**src/fspc_pkg.sv**
```systemverilog
/*
  Constants for the flash self-program controller: register map, command
  bit positions, accepted command patterns, state codes, timing counts.
  Assumes a 100 MHz system clock.
*/
package fspc_pkg;
  localparam logic [31:0] ADDR_CTRL = 32'h0000_0000;
  localparam logic [31:0] ADDR_STAT = 32'h0000_0004;

  localparam int B_SPE = 0;
  localparam int B_PGE = 1;
  localparam int B_PGW = 2;
  localparam int B_RFL = 3;
  localparam int B_CLR = 4;
  localparam int S_BUSY = 0;
  localparam int S_FILL = 1;

  localparam logic [4:0] CTRL_RST  = 5'h00;
  localparam logic [4:0] CMD_LOAD  = 5'h01;
  localparam logic [4:0] CMD_ERASE = 5'h03;
  localparam logic [4:0] CMD_WRITE = 5'h05;
  localparam logic [4:0] CMD_RFL   = 5'h09;
  localparam logic [4:0] CMD_CLR   = 5'h11;

  localparam logic [15:0] BUF_ERASED = 16'hFFFF;
  localparam logic [5:0]  LOCK_PAD   = 6'h3F;

  localparam logic [2:0] ARM_CYC = 3'h4;
  localparam logic [2:0] LPM_CYC = 3'h3;

  localparam int CLK_PERIOD_NS = 10;
  localparam int OP_MIN_NS     = 3700000;
  localparam int OP_MAX_NS     = 4500000;
  localparam int OP_MIN_CYC    =
    (OP_MIN_NS + CLK_PERIOD_NS - 1) / CLK_PERIOD_NS;
  localparam int OP_MAX_CYC    = OP_MAX_NS / CLK_PERIOD_NS;

  localparam int PAGE_WORDS_DEF = 16;

  typedef enum logic [2:0] {
    ST_IDLE  = 3'h1,
    ST_ARMED = 3'h2,
    ST_BUSY  = 3'h4
  } fspc_state_t;
endpackage

```
**src/fspc_ctrl.sv**
```systemverilog
/*
  Flash self-program controller: control register on AHB-Lite, arming
  window for store/load instructions, temporary page buffer, page erase
  and page write sequencing with CPU stall, fuse and lock readback.
  Assumes the CPU core gives one-cycle store/load strobes with pointer
  and data pair, and that the flash macro accepts one word per cycle.
*/
// Added by the designer: the placing of the registers and register access over AHB-Lite.
`timescale 1ns/1ns
module fspc_ctrl #(
  parameter  int PAGE_WORDS = fspc_pkg::PAGE_WORDS_DEF,
  parameter  int OP_CYCLES  = fspc_pkg::OP_MIN_CYC,
  localparam int WB         = $clog2(PAGE_WORDS),
  localparam int PB         = 15 - WB
) (
  input  wire logic          hclk,
  input  wire logic          hresetn,
  input  wire logic          hsel,
  input  wire logic [31:0]   haddr,
  input  wire logic [1:0]    htrans,
  input  wire logic          hwrite,
  input  wire logic [2:0]    hsize,
  input  wire logic          hready,
  input  wire logic [31:0]   hwdata,
  output logic      [31:0]   hrdata,
  output logic               hreadyout,
  output logic               hresp,
  input  wire logic          spm_req,
  input  wire logic          lpm_req,
  input  wire logic [15:0]   ptr,
  input  wire logic [15:0]   data_pair,
  input  wire logic          eeprom_write_busy,
  input  wire logic [7:0]    fuse_low_prog,
  input  wire logic [7:0]    fuse_high_prog,
  input  wire logic [1:0]    lock_prog,
  output logic               cpu_stall,
  output logic               lpm_hit,
  output logic      [7:0]    lpm_data,
  output logic               flash_erase_start,
  output logic               flash_prog_we,
  output logic      [PB-1:0] flash_page,
  output logic      [WB-1:0] flash_prog_addr,
  output logic      [15:0]   flash_prog_data
);
  import fspc_pkg::*;

  localparam int TW = $clog2(OP_CYCLES + 1);

  // bus data phase
  logic        dwr_q;
  logic        dwr_d;
  logic [31:0] daddr_q;
  logic [31:0] daddr_d;
  logic [31:0] rdat_q;
  logic [31:0] rdat_d;
  logic        ap_ok;
  logic        ctrl_wr;
  logic [4:0]  wcmd;

  // control state
  fspc_state_t   st_q;
  fspc_state_t   st_d;
  logic [4:0]    ctrl_q;
  logic [4:0]    ctrl_d;
  logic [2:0]    cnt_q;
  logic [2:0]    cnt_d;
  logic [TW-1:0] tmr_q;
  logic [TW-1:0] tmr_d;
  logic [WB:0]   wi_q;
  logic [WB:0]   wi_d;
  logic          hit_q;
  logic          hit_d;
  logic [7:0]    ldat_q;
  logic [7:0]    ldat_d;
  logic          ers_q;
  logic          ers_d;
  logic          we_q;
  logic          we_d;
  logic [PB-1:0] pg_q;
  logic [PB-1:0] pg_d;
  logic [WB-1:0] pa_q;
  logic [WB-1:0] pa_d;
  logic [15:0]   pd_q;
  logic [15:0]   pd_d;
  logic          ee_q;
  logic          buf_ld;
  logic          buf_clr;
  logic          ee_rise;
  logic          cmd_ok;
  logic          store;
  logic          fetch;

  // page buffer
  logic [15:0]         buf_q [PAGE_WORDS];
  logic [PAGE_WORDS-1:0] vld_q;

  assign hreadyout = 1'b1;
  assign hresp     = 1'b0;
  assign hrdata    = rdat_q;

  assign ap_ok   = hsel && hready && htrans[1];
  assign ctrl_wr = dwr_q && (daddr_q == ADDR_CTRL);
  assign wcmd    = hwdata[4:0];
  // EEPROM activity refuses stores and fuse reads as well
  assign store   = spm_req && !eeprom_write_busy;
  assign fetch   = lpm_req && !eeprom_write_busy;
  assign cmd_ok  = (wcmd == CMD_LOAD) || (wcmd == CMD_ERASE) ||
                   (wcmd == CMD_WRITE) || (wcmd == CMD_RFL) ||
                   (wcmd == CMD_CLR);
  // only a starting EEPROM write while words are held matters
  assign ee_rise = eeprom_write_busy && !ee_q && (|vld_q);

  always_comb begin
    dwr_d   = ap_ok && hwrite;
    daddr_d = haddr;
    rdat_d  = rdat_q;
    if (ap_ok && !hwrite) begin
      if (haddr == ADDR_CTRL) begin
        rdat_d = {27'h0, ctrl_q};
      end else if (haddr == ADDR_STAT) begin
        rdat_d = 32'h0;
        rdat_d[S_BUSY] = st_q == ST_BUSY;
        rdat_d[S_FILL] = |vld_q;
      end else begin
        rdat_d = 32'h0;
      end
    end
  end

  always_ff @(posedge hclk or negedge hresetn) begin
    if (!hresetn) begin
      dwr_q   <= 1'b0;
      daddr_q <= 32'h0;
      rdat_q  <= 32'h0;
    end else begin
      dwr_q   <= dwr_d;
      daddr_q <= daddr_d;
      rdat_q  <= rdat_d;
    end
  end

  always_comb begin
    st_d    = st_q;
    ctrl_d  = ctrl_q;
    cnt_d   = cnt_q;
    tmr_d   = tmr_q;
    wi_d    = wi_q;
    hit_d   = 1'b0;
    ldat_d  = ldat_q;
    ers_d   = 1'b0;
    we_d    = 1'b0;
    pg_d    = pg_q;
    pa_d    = pa_q;
    pd_d    = pd_q;
    buf_ld  = 1'b0;
    buf_clr = 1'b0;
    case (st_q)
      ST_ARMED: begin
        cnt_d = cnt_q + 3'h1;
        if (ctrl_q[B_RFL]) begin
          if (fetch) begin
            hit_d = 1'b1;
            // programmed fuses are held as ones, so invert
            // pointer 2 is undefined and falls back to the low fuse
            if (ptr[1:0] == 2'h1) begin
              ldat_d = {LOCK_PAD, ~lock_prog};
            end else if (ptr[1:0] == 2'h3) begin
              ldat_d = ~fuse_high_prog;
            end else begin
              ldat_d = ~fuse_low_prog;
            end
            ctrl_d = CTRL_RST;
            st_d   = ST_IDLE;
          end else if (cnt_q == LPM_CYC - 3'h1) begin
            ctrl_d = CTRL_RST;
            st_d   = ST_IDLE;
          end
        end else if (store) begin
          case (ctrl_q)
            CMD_LOAD: begin
              buf_ld = 1'b1;
              ctrl_d = CTRL_RST;
              st_d   = ST_IDLE;
            end
            CMD_ERASE: begin
              ers_d = 1'b1;
              pg_d  = ptr[15:WB+1];
              tmr_d = '0;
              st_d  = ST_BUSY;
            end
            CMD_WRITE: begin
              pg_d  = ptr[15:WB+1];
              tmr_d = '0;
              wi_d  = '0;
              st_d  = ST_BUSY;
            end
            default: begin
              ctrl_d = CTRL_RST;
              st_d   = ST_IDLE;
            end
          endcase
        end else if (cnt_q == ARM_CYC - 3'h1) begin
          ctrl_d = CTRL_RST;
          st_d   = ST_IDLE;
        end
      end
      ST_BUSY: begin
        // command bits, enable included, hold until done
        tmr_d = tmr_q + TW'(1);
        if (ctrl_q[B_PGW] && (wi_q < (WB+1)'(PAGE_WORDS))) begin
          we_d = 1'b1;
          pa_d = wi_q[WB-1:0];
          pd_d = buf_q[wi_q[WB-1:0]];
          wi_d = wi_q + (WB+1)'(1);
        end
        if (tmr_q == TW'(OP_CYCLES - 1)) begin
          buf_clr = ctrl_q[B_PGW];
          ctrl_d  = CTRL_RST;
          st_d    = ST_IDLE;
        end
      end
      default: begin
        st_d = st_q;
      end
    endcase
    // new command replaces an open window; ignored while stalled
    if (ctrl_wr && st_q != ST_BUSY && !eeprom_write_busy && cmd_ok) begin
      ctrl_d = wcmd;
      st_d   = ST_ARMED;
      cnt_d  = 3'h0;
      buf_ld = 1'b0;
      if (wcmd[B_CLR]) begin
        buf_clr = 1'b1;
      end
    end
    if (ee_rise) begin
      buf_clr = 1'b1;
    end
  end

  always_ff @(posedge hclk or negedge hresetn) begin
    if (!hresetn) begin
      st_q   <= ST_IDLE;
      ctrl_q <= CTRL_RST;
      cnt_q  <= 3'h0;
      tmr_q  <= '0;
      wi_q   <= '0;
      hit_q  <= 1'b0;
      ldat_q <= 8'h00;
      ers_q  <= 1'b0;
      we_q   <= 1'b0;
      pg_q   <= '0;
      pa_q   <= '0;
      pd_q   <= 16'h0000;
      ee_q   <= 1'b0;
    end else begin
      st_q   <= st_d;
      ctrl_q <= ctrl_d;
      cnt_q  <= cnt_d;
      tmr_q  <= tmr_d;
      wi_q   <= wi_d;
      hit_q  <= hit_d;
      ldat_q <= ldat_d;
      ers_q  <= ers_d;
      we_q   <= we_d;
      pg_q   <= pg_d;
      pa_q   <= pa_d;
      pd_q   <= pd_d;
      ee_q   <= eeprom_write_busy;
    end
  end

  // a second load to one word overwrites; software must not rely on it
  for (genvar i = 0; i < PAGE_WORDS; i++) begin : g_buf
    logic [15:0] bd;
    logic        vd;
    logic        hit;
    assign hit = buf_ld && (ptr[WB:1] == WB'(i));
    always_comb begin
      bd = buf_q[i];
      vd = vld_q[i];
      if (buf_clr) begin
        bd = BUF_ERASED;
        vd = 1'b0;
      end else if (hit) begin
        bd = data_pair;
        vd = 1'b1;
      end
    end
    always_ff @(posedge hclk or negedge hresetn) begin
      if (!hresetn) begin
        buf_q[i] <= BUF_ERASED;
        vld_q[i] <= 1'b0;
      end else begin
        buf_q[i] <= bd;
        vld_q[i] <= vd;
      end
    end
  end

  assign cpu_stall         = st_q == ST_BUSY;
  assign lpm_hit           = hit_q;
  assign lpm_data          = ldat_q;
  assign flash_erase_start = ers_q;
  assign flash_prog_we     = we_q;
  assign flash_page        = pg_q;
  assign flash_prog_addr   = pa_q;
  assign flash_prog_data   = pd_q;

  // helper: length of the current stall
  logic [TW:0] slen_q;
  always_ff @(posedge hclk or negedge hresetn) begin
    if (!hresetn) begin
      slen_q <= '0;
    end else begin
      slen_q <= cpu_stall ? slen_q + (TW+1)'(1) : '0;
    end
  end
endmodule

```
**config.mk**
```make
export PLATFORM = sky130hd
export DESIGN_NAME = fspc_ctrl
export DESIGN_NICKNAME = d
export VERILOG_FILES = /design/src/fspc_pkg.sv /design/src/fspc_ctrl.sv
export SDC_FILE = /design/constraint.sdc
export NUM_CORES = 1
export LEC_CHECK = 0
export BUFFER_PORTS_ARGS = -buffer_cell sky130_fd_sc_hd__buf_4
export CORE_ASPECT_RATIO = 2
export CORE_UTILIZATION = 60
export DETAILED_ROUTE_END_ITERATION = 8
export GPL_TIMING_DRIVEN = 1
export PLACE_DENSITY = 0.87
export SETUP_SLACK_MARGIN = 0.4
export SYNTH_ARGS = -nofsm -noshare
export SYNTH_HDL_FRONTEND = slang
export SYNTH_SLANG_ARGS = --single-unit
```
**constraint.sdc**
```tcl
create_clock -name hclk -period 7.2 [get_ports hclk]
set_input_delay 0.72 -clock hclk [delete_from_list [all_inputs] [get_ports hclk]]
set_output_delay 0.72 -clock hclk [all_outputs]
set_load 0.01 [all_outputs]
```
==> results of run 1 <==
[final cells by class]
cell class                 instances  area [µm²]
sequential                       388       10040
inverter                          23       86.33
clock inverter                    15       301.5
multi-input combinational        805        7310
tap                              368       460.4
fill                            2023        9595
timing repair buffer             163        1256
clock buffer                      49        1020
[stage by stage]
stage	hold WS [ns]	setup slack, ns	instance area [µm²]	std cells
2_1_floorplan	0.4244	4.583	18340	1373
3_3_place_gp	0.4636	3.132	19150	1747
3_5_place_dp	0.4668	3.018	19150	1747
4_1_cts	0.2250	2.956	20470	1811
5_1_grt	0.2699	2.654	20470	1811
6_report	0.2370	2.869	20470	1811
[final timing paths]
path | startpoint | endpoint | slack, ns | cells past startpoint
worst min-delay path | hresetn | tmr_q[8] | 0.24 | 1
worst max register to register | st_q[0] | flash_prog_data[2] | 2.87 | 7
worst min register to register | flash_prog_addr[0] | flash_prog_addr[0] | 0.48 | 2
min in group hclk | haddr[19] | daddr_q[19] | 0.30 | 1
max in group asynchronous | hresetn | flash_page[7] | 5.40 | 2
worst max-delay path | st_q[0] | flash_prog_data[2] | 2.87 | 7
[metal layers]
layer	part of all wire	GRT usage
met1	0.33	0.3821
met2	0.51	0.5780
met3	0.075	0.05185
met4	0.081	0.2544
met5	0	0
[cell usage after synthesis, types with 4 or more instances]
library cell  instances
a21o_1               16
a21oi_1              33
a221o_1             256
a22o_1                4
a31oi_1               4
and2_1               52
and3_1               20
and4_1                4
buf_1                 5
buf_2                29
buf_4                47
buf_6                18
clkbuf_1             57
dfrtp_1             131
dfstp_2             257
ha_1                  5
inv_1                22
mux2_2               11
mux2i_1              36
mux4_2               64
nand2_1              51
nand2b_1              6
nand3_1              10
nand4_1              10
nand4_2               5
nand4_4              11
nor2_1               34
nor3_1                8
nor4_1               26
nor4b_1               6
o211ai_1              5
o21ai_0              28
o22ai_1              16
or3_1                 4
xnor2_1               7
xor2_1                5
[registers in the layout (all words and copies together) (netlist names), 3 cells and up]
signal           cells
buf_q              256
daddr_q             32
tmr_q               19
flash_prog_data     16
vld_q               16
flash_page          11
lpm_data             8
ctrl_q               5
hrdata               5
wi_q                 5
flash_prog_addr      4
cnt_q                3
st_q                 3
[kinds of logic (layout without fill, tap and decap cells)]
| kind of cell | after synthesis | count (layout) |
|---|---|---|
| xor gates and xnor gates | 12 | 12 |
| other | 2 | 29 |
| and+or+nand+nor | 274 | 274 |
| adders and majority gates | 6 | 6 |
| muxes | 111 | 111 |
| DFF | 388 | 388 |
| AOI/OAI and AO/OA | 373 | 373 |
| buffers and inverters | 180 | 250 |
[worst reg2reg max path, cell delays in order, from the launching register on]
cell and delay [ns]:
dfstp_2 0.57, or3b_1 0.54, clkinv_1 0.53, nand3b_1 0.90, inv_1 0.42, nand2b_1 0.66
o22ai_1 0.37, a21o_1 0.25
[power by group]
group	total, µW	internal [µW]	switching (µW)
clock	2140	1290	851
combinational	162	51.9	110
sequential	2200	2200	4.88
total	4500	3540	965
==> summary.txt, run 1 <==
Clock tree
  • H-tree Lvls: 2
  • CTS Buffer Depth: 3
  • CTS tree: done
  • Worst skew pair latency: roughly 0.54 ns
  • Root buf cell: clkbuf_16
  • Post-CTS sizing: 0
  • Post-CTS setup buffer count: 0
  • Hold-fix buffers, CTS: 0
  • CTS sink count: a little under 400
  • Clock transition at path regs: 0.07 ns
  • CTS Buf Count: 35

Outcome
  • Outcome: finished with violations
  • Failing checks: DRC

Setup path
  • Startpoint Class: flip-flop
  • CP Buf/Inv Count: 2
  • Crit Path Category: reg -> reg
  • Slowest-stage cell, CP: nand3b_1
  • CP Cell Sequence: or3b_1 > clkinv_1 > nand3b_1 > inv_1 > nand2b_1 > o22ai_1 > a21o_1
  • Max incr delay on CP: 0.90 ns
  • Crit. End Element: flip-flop
  • Req. time, crit path: roughly 7.6 ns
  • Worst path top cell family by delay: simple AND/OR/NAND/NOR gates
  • Largest fanout on the critical path: 23
  • Worst EP arrival: approximately 4.8 ns

Synth
  • Post-synth EDFFs: 0
  • Synth Area per Inst: 13.55 µm²
  • Compound-cell area share of the yosys netlist: 0.1797
  • Multiplexer share of the synthesized area: 0.1056
  • Leading area contributor after synthesis: dfstp_2
  • Post-Synth Simple-Gate Area: 0.09831
  • Post-synthesis xor/xnor area fraction: 0.005763
  • Ys flop type: dfstp_2
  • Adder-cell area share of the yosys netlist: 0.004047
  • Dominant cells by area after synthesis: dfstp_2, dfrtp_1, a221o_1
  • Synth Instances: between 1000 and 1500
  • Synth unique cells: between 60 and 70
  • Sequential fraction of the synthesis area: 0.5500
  • Area share of the largest cell type after synthesis: 0.3702
  • Ys async rst share: 1.000
  • Main combinational cell family by area after synthesis: compound AO/OA/AOI/OAI gates
  • YS warnings: 0
  • Mapped Area: 18240 µm²
  • Number of synthesized register bits: 388

Placement
  • Hpwl dp: between 30 and 40 mm
  • # port buffers: approximately 140
  • Gpl congestion: ~0.86

Floorplanning
  • Die Span X: approximately 130 µm
  • Initial Util: 0.6066
  • IO Pins: a little over 200
  • DIE AREA: a little over 30000 µm²
  • Die H: 248.6 µm
  • Core area: 30070 µm²
  • Row count: 90

STA
  • Fmax: ~0.23 GHz
  • Measured slew at the worst slew-check pin: 1.246 ns
  • Period minus WS final: 4.331 ns
  • Slew Limit Fails: 0
  • Slew margin rel.: 0.1676
  • Setup TNS: 0 ns
  • RSZ-0062 raised after global routing: no
  • Final hold vios: 0
  • Endpoints failing setup: 0
  • Clock Skew: 0.02101 ns
  • Final Cycle Share: 0.6015

Route
  • Routed vias: between 10000 and 15000
  • WL/cell: 28.09 µm
  • Final ANT Viol Nets: 0
  • DRT Pass-1 Iters: 9
  • Via density: 7.319
  • Detailed-route DRC error count: 13
  • Initial DRC Count: around 1400
  • Final WL: 50.87 mm

Cells and area
  • Layout Utilization: 0.6809
  • Syn-to-layout area delta: 12.24%
  • NumNets Final: 1548
  • Most common cell after layout, fill and taps aside: dfstp_2
  • Commonest non-fill, non-tap cells in the layout: dfstp_2, a221o_1, buf_4
  • Share of layout cells above drive strength 1: 0.4047
  • Antenna diodes: 0

GRT
  • Total track usage: 0.3387
  • First-pass GRT wire length: 80.16 mm
  • Largest net degree at the start of global routing: ~270
  • GRT Residual Overflow: 0
  • Vias in the first global route: between 10000 and 15000
  • Initial antenna violation count: 0

Worst hold path
  • Worst hold path class: in -> async

Power and ir drop
  • LEAKAGE: 0.008545 µW
  • Tot Pwr: ~4500 µW
  • Worst-case vdd ir drop: slightly above 0.2 mV
  • Power per cell area: roughly 220 nW/µm²

Job
  • # Max-Cap Violations: 0
No activity file was read; power rests on OpenSTA's default activity.
==> run 2: changes to the inputs <==
ABC_AREA = 1   (was not set)
CORE_UTILIZATION = 54   (was 60)
PLACE_DENSITY = 0.83   (was 0.87)
clock period = 3.93 ns   (was 7.2 ns; I/O delays follow)
==> summary.txt, run 2 <==
Outcome
  • Outcome: finished, final reports clean (was finished with violations)

GRT
  • Vias in the first global route: 17623 (was 14156)
  • First-pass GRT wire length: 91.09 mm (was 80.16 mm)
  • Total track usage: 0.3187 (was 0.3387)
  • GRT Residual Overflow: 0 (unchanged)
  • Largest net degree at the start of global routing: 129 (was 273)
  • Initial antenna violation count: 0 (unchanged)

Power and ir drop
  • Power per cell area: 609.2 nW/µm² (was 220.0 nW/µm²)
  • Worst-case vdd ir drop: 0.4251 mV (was 0.2069 mV)
  • LEAKAGE: 0.01063 µW (was 0.008545 µW)

Cells and area
  • Top reg by flops: buf_q (unchanged)
  • Final Cell Area: 21980 µm² (was 20470 µm²)
  • Max reg flops: 256 (unchanged)
  • NumNets Final: 2532 (was 1548)
  • Commonest non-fill, non-tap cells in the layout: nand2_1, nand3_1, nor2_1 (was dfstp_2, a221o_1, buf_4)
  • Most common cell after layout, fill and taps aside: nand2_1 (was dfstp_2)
  • Regs by FF count: buf_q: 256 flops, daddr_q: 32 flops, tmr_q: 19 flops (unchanged)
  • Fillers: 2825 (was 2023)
  • Syn-to-layout area delta: 13.29% (was 12.24%)
  • Share of layout cells above drive strength 1: 0.2366 (was 0.4047)
  • Antenna diodes: 0 (unchanged)

Setup path
  • Worst EP arrival: 3.56 ns (was 4.77 ns)
  • Startpoint Class: flip-flop (unchanged)
  • Largest fanout on the critical path: 14 (was 23)
  • Slowest-stage cell, CP: nor2_1 (was nand3b_1)
  • Crit. End Element: flip-flop (unchanged)
  • Req. time, crit path: 4.38 ns (was 7.64 ns)
  • Worst path top cell family by delay: simple AND/OR/NAND/NOR gates (unchanged)
  • CP Buf/Inv Count: 3 (was 2)
  • CP Cell Sequence: inv_1 > nand2_1 > nor2_1 > buf_4 > nand3_1 > buf_4 > nor2_1 > o21ai_0 > o211ai_1 (was or3b_1 > clkinv_1 > nand3b_1 > inv_1 > nand2b_1 > o22ai_1 > a21o_1)
  • Max incr delay on CP: 0.65 ns (was 0.90 ns)
  • Crit Path Category: reg -> reg (unchanged)

Floorplanning
  • Row count: 97 (was 90)
  • Core area: 35200 µm² (was 30070 µm²)
  • Die H: 270.1 µm (was 248.6 µm)
  • Initial Util: 0.5512 (was 0.6066)
  • IO Pins: 204 (unchanged)
  • DIE AREA: 36740 µm² (was 31140 µm²)
  • Die Span X: 136.0 µm (was 125.3 µm)

STA
  • Final hold vios: 0 (unchanged)
  • Worst hold slack: 0.06166 ns (was 0.2370 ns)
  • Endpoints failing setup: 0 (unchanged)
  • Period minus WS final: 3.103 ns (was 4.331 ns)
  • Final Cycle Share: 0.7895 (was 0.6015)
  • RSZ-0062 raised after global routing: no (unchanged)
  • Measured slew at the worst slew-check pin: 1.255 ns (was 1.246 ns)
  • Slew margin rel.: 0.1626 (was 0.1676)
  • Setup TNS: 0 ns (unchanged)
  • Clock Skew: 0.01326 ns (was 0.02101 ns)
  • Fmax: 0.3223 GHz (was 0.2309 GHz)
  • Slew Limit Fails: 0 (unchanged)
  • Final WS setup: 0.8272 ns (was 2.869 ns)

Synth
  • YS warnings: 0 (unchanged)
  • Most common cell in the netlist: nand2_1 (was dfstp_2)
  • Synth Instances: 2301 (was 1346)
  • Sequential fraction of the synthesis area: 0.5170 (was 0.5500)
  • Ys flop type: dfstp_2 (unchanged)
  • Dominant cells by area after synthesis: dfstp_2, dfrtp_1, nand2_1 (was dfstp_2, dfrtp_1, a221o_1)
  • Synth Area per Inst: 8.432 µm² (was 13.55 µm²)
  • Mapped Area: 19400 µm² (was 18240 µm²)
  • Number of synthesized register bits: 388 (unchanged)
  • Post-synth EDFFs: 0 (unchanged)
  • Leading area contributor after synthesis: dfstp_2 (unchanged)
  • Area share of the largest cell type after synthesis: 0.3481 (was 0.3702)
  • Ys async rst share: 1.000 (unchanged)
  • Synth unique cells: 45 (was 65)
  • Top cells by count, synth: nand2_1, nand3_1, nor2_1 (was dfstp_2, a221o_1, dfrtp_1)

Clock tree
  • CTS tree: done (unchanged)
  • CTS Buffer Depth: 3 (unchanged)
  • Clock transition at path regs: 0.07 ns (about the same)
  • H-tree Lvls: 2 (unchanged)
  • CTS Buf Count: 35 (unchanged)
  • Root buf cell: clkbuf_16 (unchanged)
  • CTS sink count: 388 (unchanged)
  • Worst skew pair latency: 0.54 ns (about the same)
  • Post-CTS setup buffer count: 0 (unchanged)

Placement
  • DP Area: 20420 µm² (was 19150 µm²)
  • # port buffers: 143 (unchanged)
  • Place WS: 0.9884 ns (was 3.018 ns)
  • Hpwl dp: 36.09 mm (was 31.47 mm)
  • Gpl congestion: 0.9089 (was 0.8642)

Route
  • WL/cell: 19.97 µm (was 28.09 µm)
  • DRT Pass-1 Iters: 6 (was 9)
  • Initial DRC Count: 1945 (was 1358)
  • Detailed-route DRC error count: 0 (was 13)
  • Final WL: 57.33 mm (was 50.87 mm)
  • Routed vias: 17306 (was 13255)
  • Via density: 6.028 (was 7.319)
  • Final ANT Viol Nets: 0 (unchanged)

Worst hold path
  • Worst hold path class: in -> reg (was in -> async)

Job
  • # Max-Cap Violations: 0 (unchanged)
[run 2: cell count changes after synthesis, moves of 19 or more]
cell,previous run,this run
a221o_1,256,0
inv_1,22,73
nand3_1,10,306
nor4_1,26,2
nor2_1,34,264
and2_1,52,0
mux4_2,64,0
o211ai_1,5,48
nand2_1,51,683
o21ai_0,28,169
and3_1,20,1
mux2i_1,36,0
[run 2: through the flow]
| step | cells | utilization | total power, µW |
|---|---|---|---|
| 5_1_grt | 2871 | 0.6245 | 14060 |
| 3_3_place_gp | 2774 | 0.5801 | 9412 |
| 3_5_place_dp | 2774 | 0.5801 | 9656 |
| 2_1_floorplan | 2328 | - | 8865 |
| 4_1_cts | 2871 | 0.6245 | 13340 |
| 6_report | 2871 | 0.6245 | 13390 |
[run 2: worst register-to-register path: cells and delay by family (launching register included)]
family                 cells  cell delay, ns
buffers and inverters      3            0.72
AO/OA/AOI/OAI              2            0.55
AND/OR/NAND/NOR            4            1.36
flip-flops                 1            0.40
[run 2: cell type report]
class	count	area [µm²]	share of cell area
well taps	445	556.8	0.02533
flip-flops and latches	388	10040	0.4566
repair buffers	211	1727	0.07856
multi-input cells	1685	8134	0.3701
inverters	79	302.8	0.01378
clock inverters	14	157.7	0.007173
clock buffers	49	1065	0.04845
[run 2: cells by family after synthesis]
logic type,Yosys count,synth area share
multiplexers,11,0.006385
AO/OA/AOI/OAI,286,0.08590
adder cells (fa/ha/maj),5,0.003225
flip-flops,388,0.5170
XOR/XNOR,15,0.006772
other,2,0.0003871
AND/OR/NAND/NOR,1339,0.3114
buffers and inverters,255,0.06894
[run 2: path summary, 6_finish.rpt]
check / slack, ns / start / end / depth (start not counted)
min in group asynchronous: 0.46 / hresetn / lpm_hit / 2
max in group asynchronous: 2.35 / hresetn / buf_q[86] / 3
worst max register to register: 0.83 / st_q[1] / flash_prog_data[14] / 9
worst min-delay path: 0.06 / hwdata[2] / ctrl_q[2] / 3
worst min register to register: 0.48 / flash_prog_data[11] / flash_prog_data[11] / 2
worst max-delay path: 0.83 / st_q[1] / flash_prog_data[14] / 9
[run 2: layer usage]
metal / track usage / up-vias / part of all wire
met1: 0.3474 / 8356 / 0.34
met2: 0.5510 / 989 / 0.52
li1: - / 7678 / -
met3: 0.05218 / 283 / 0.072
met4: 0.2254 / 0 / 0.072
met5: 0 / - / 0
[run 2: power breakdown]
group	internal, µW	leakage, µW	switching [µW]	total, µW
sequential	6200	0.00431	700	6900
combinational	1120	0.00571	1690	2810
clock	2110	0.000600	1570	3680
total	9430	0.0106	3960	13400
[run 2: what timing repair did]
action	CTS	global route
resized for setup	0	0
hold buffers	34	0
endpoints found under the hold margin	61	0
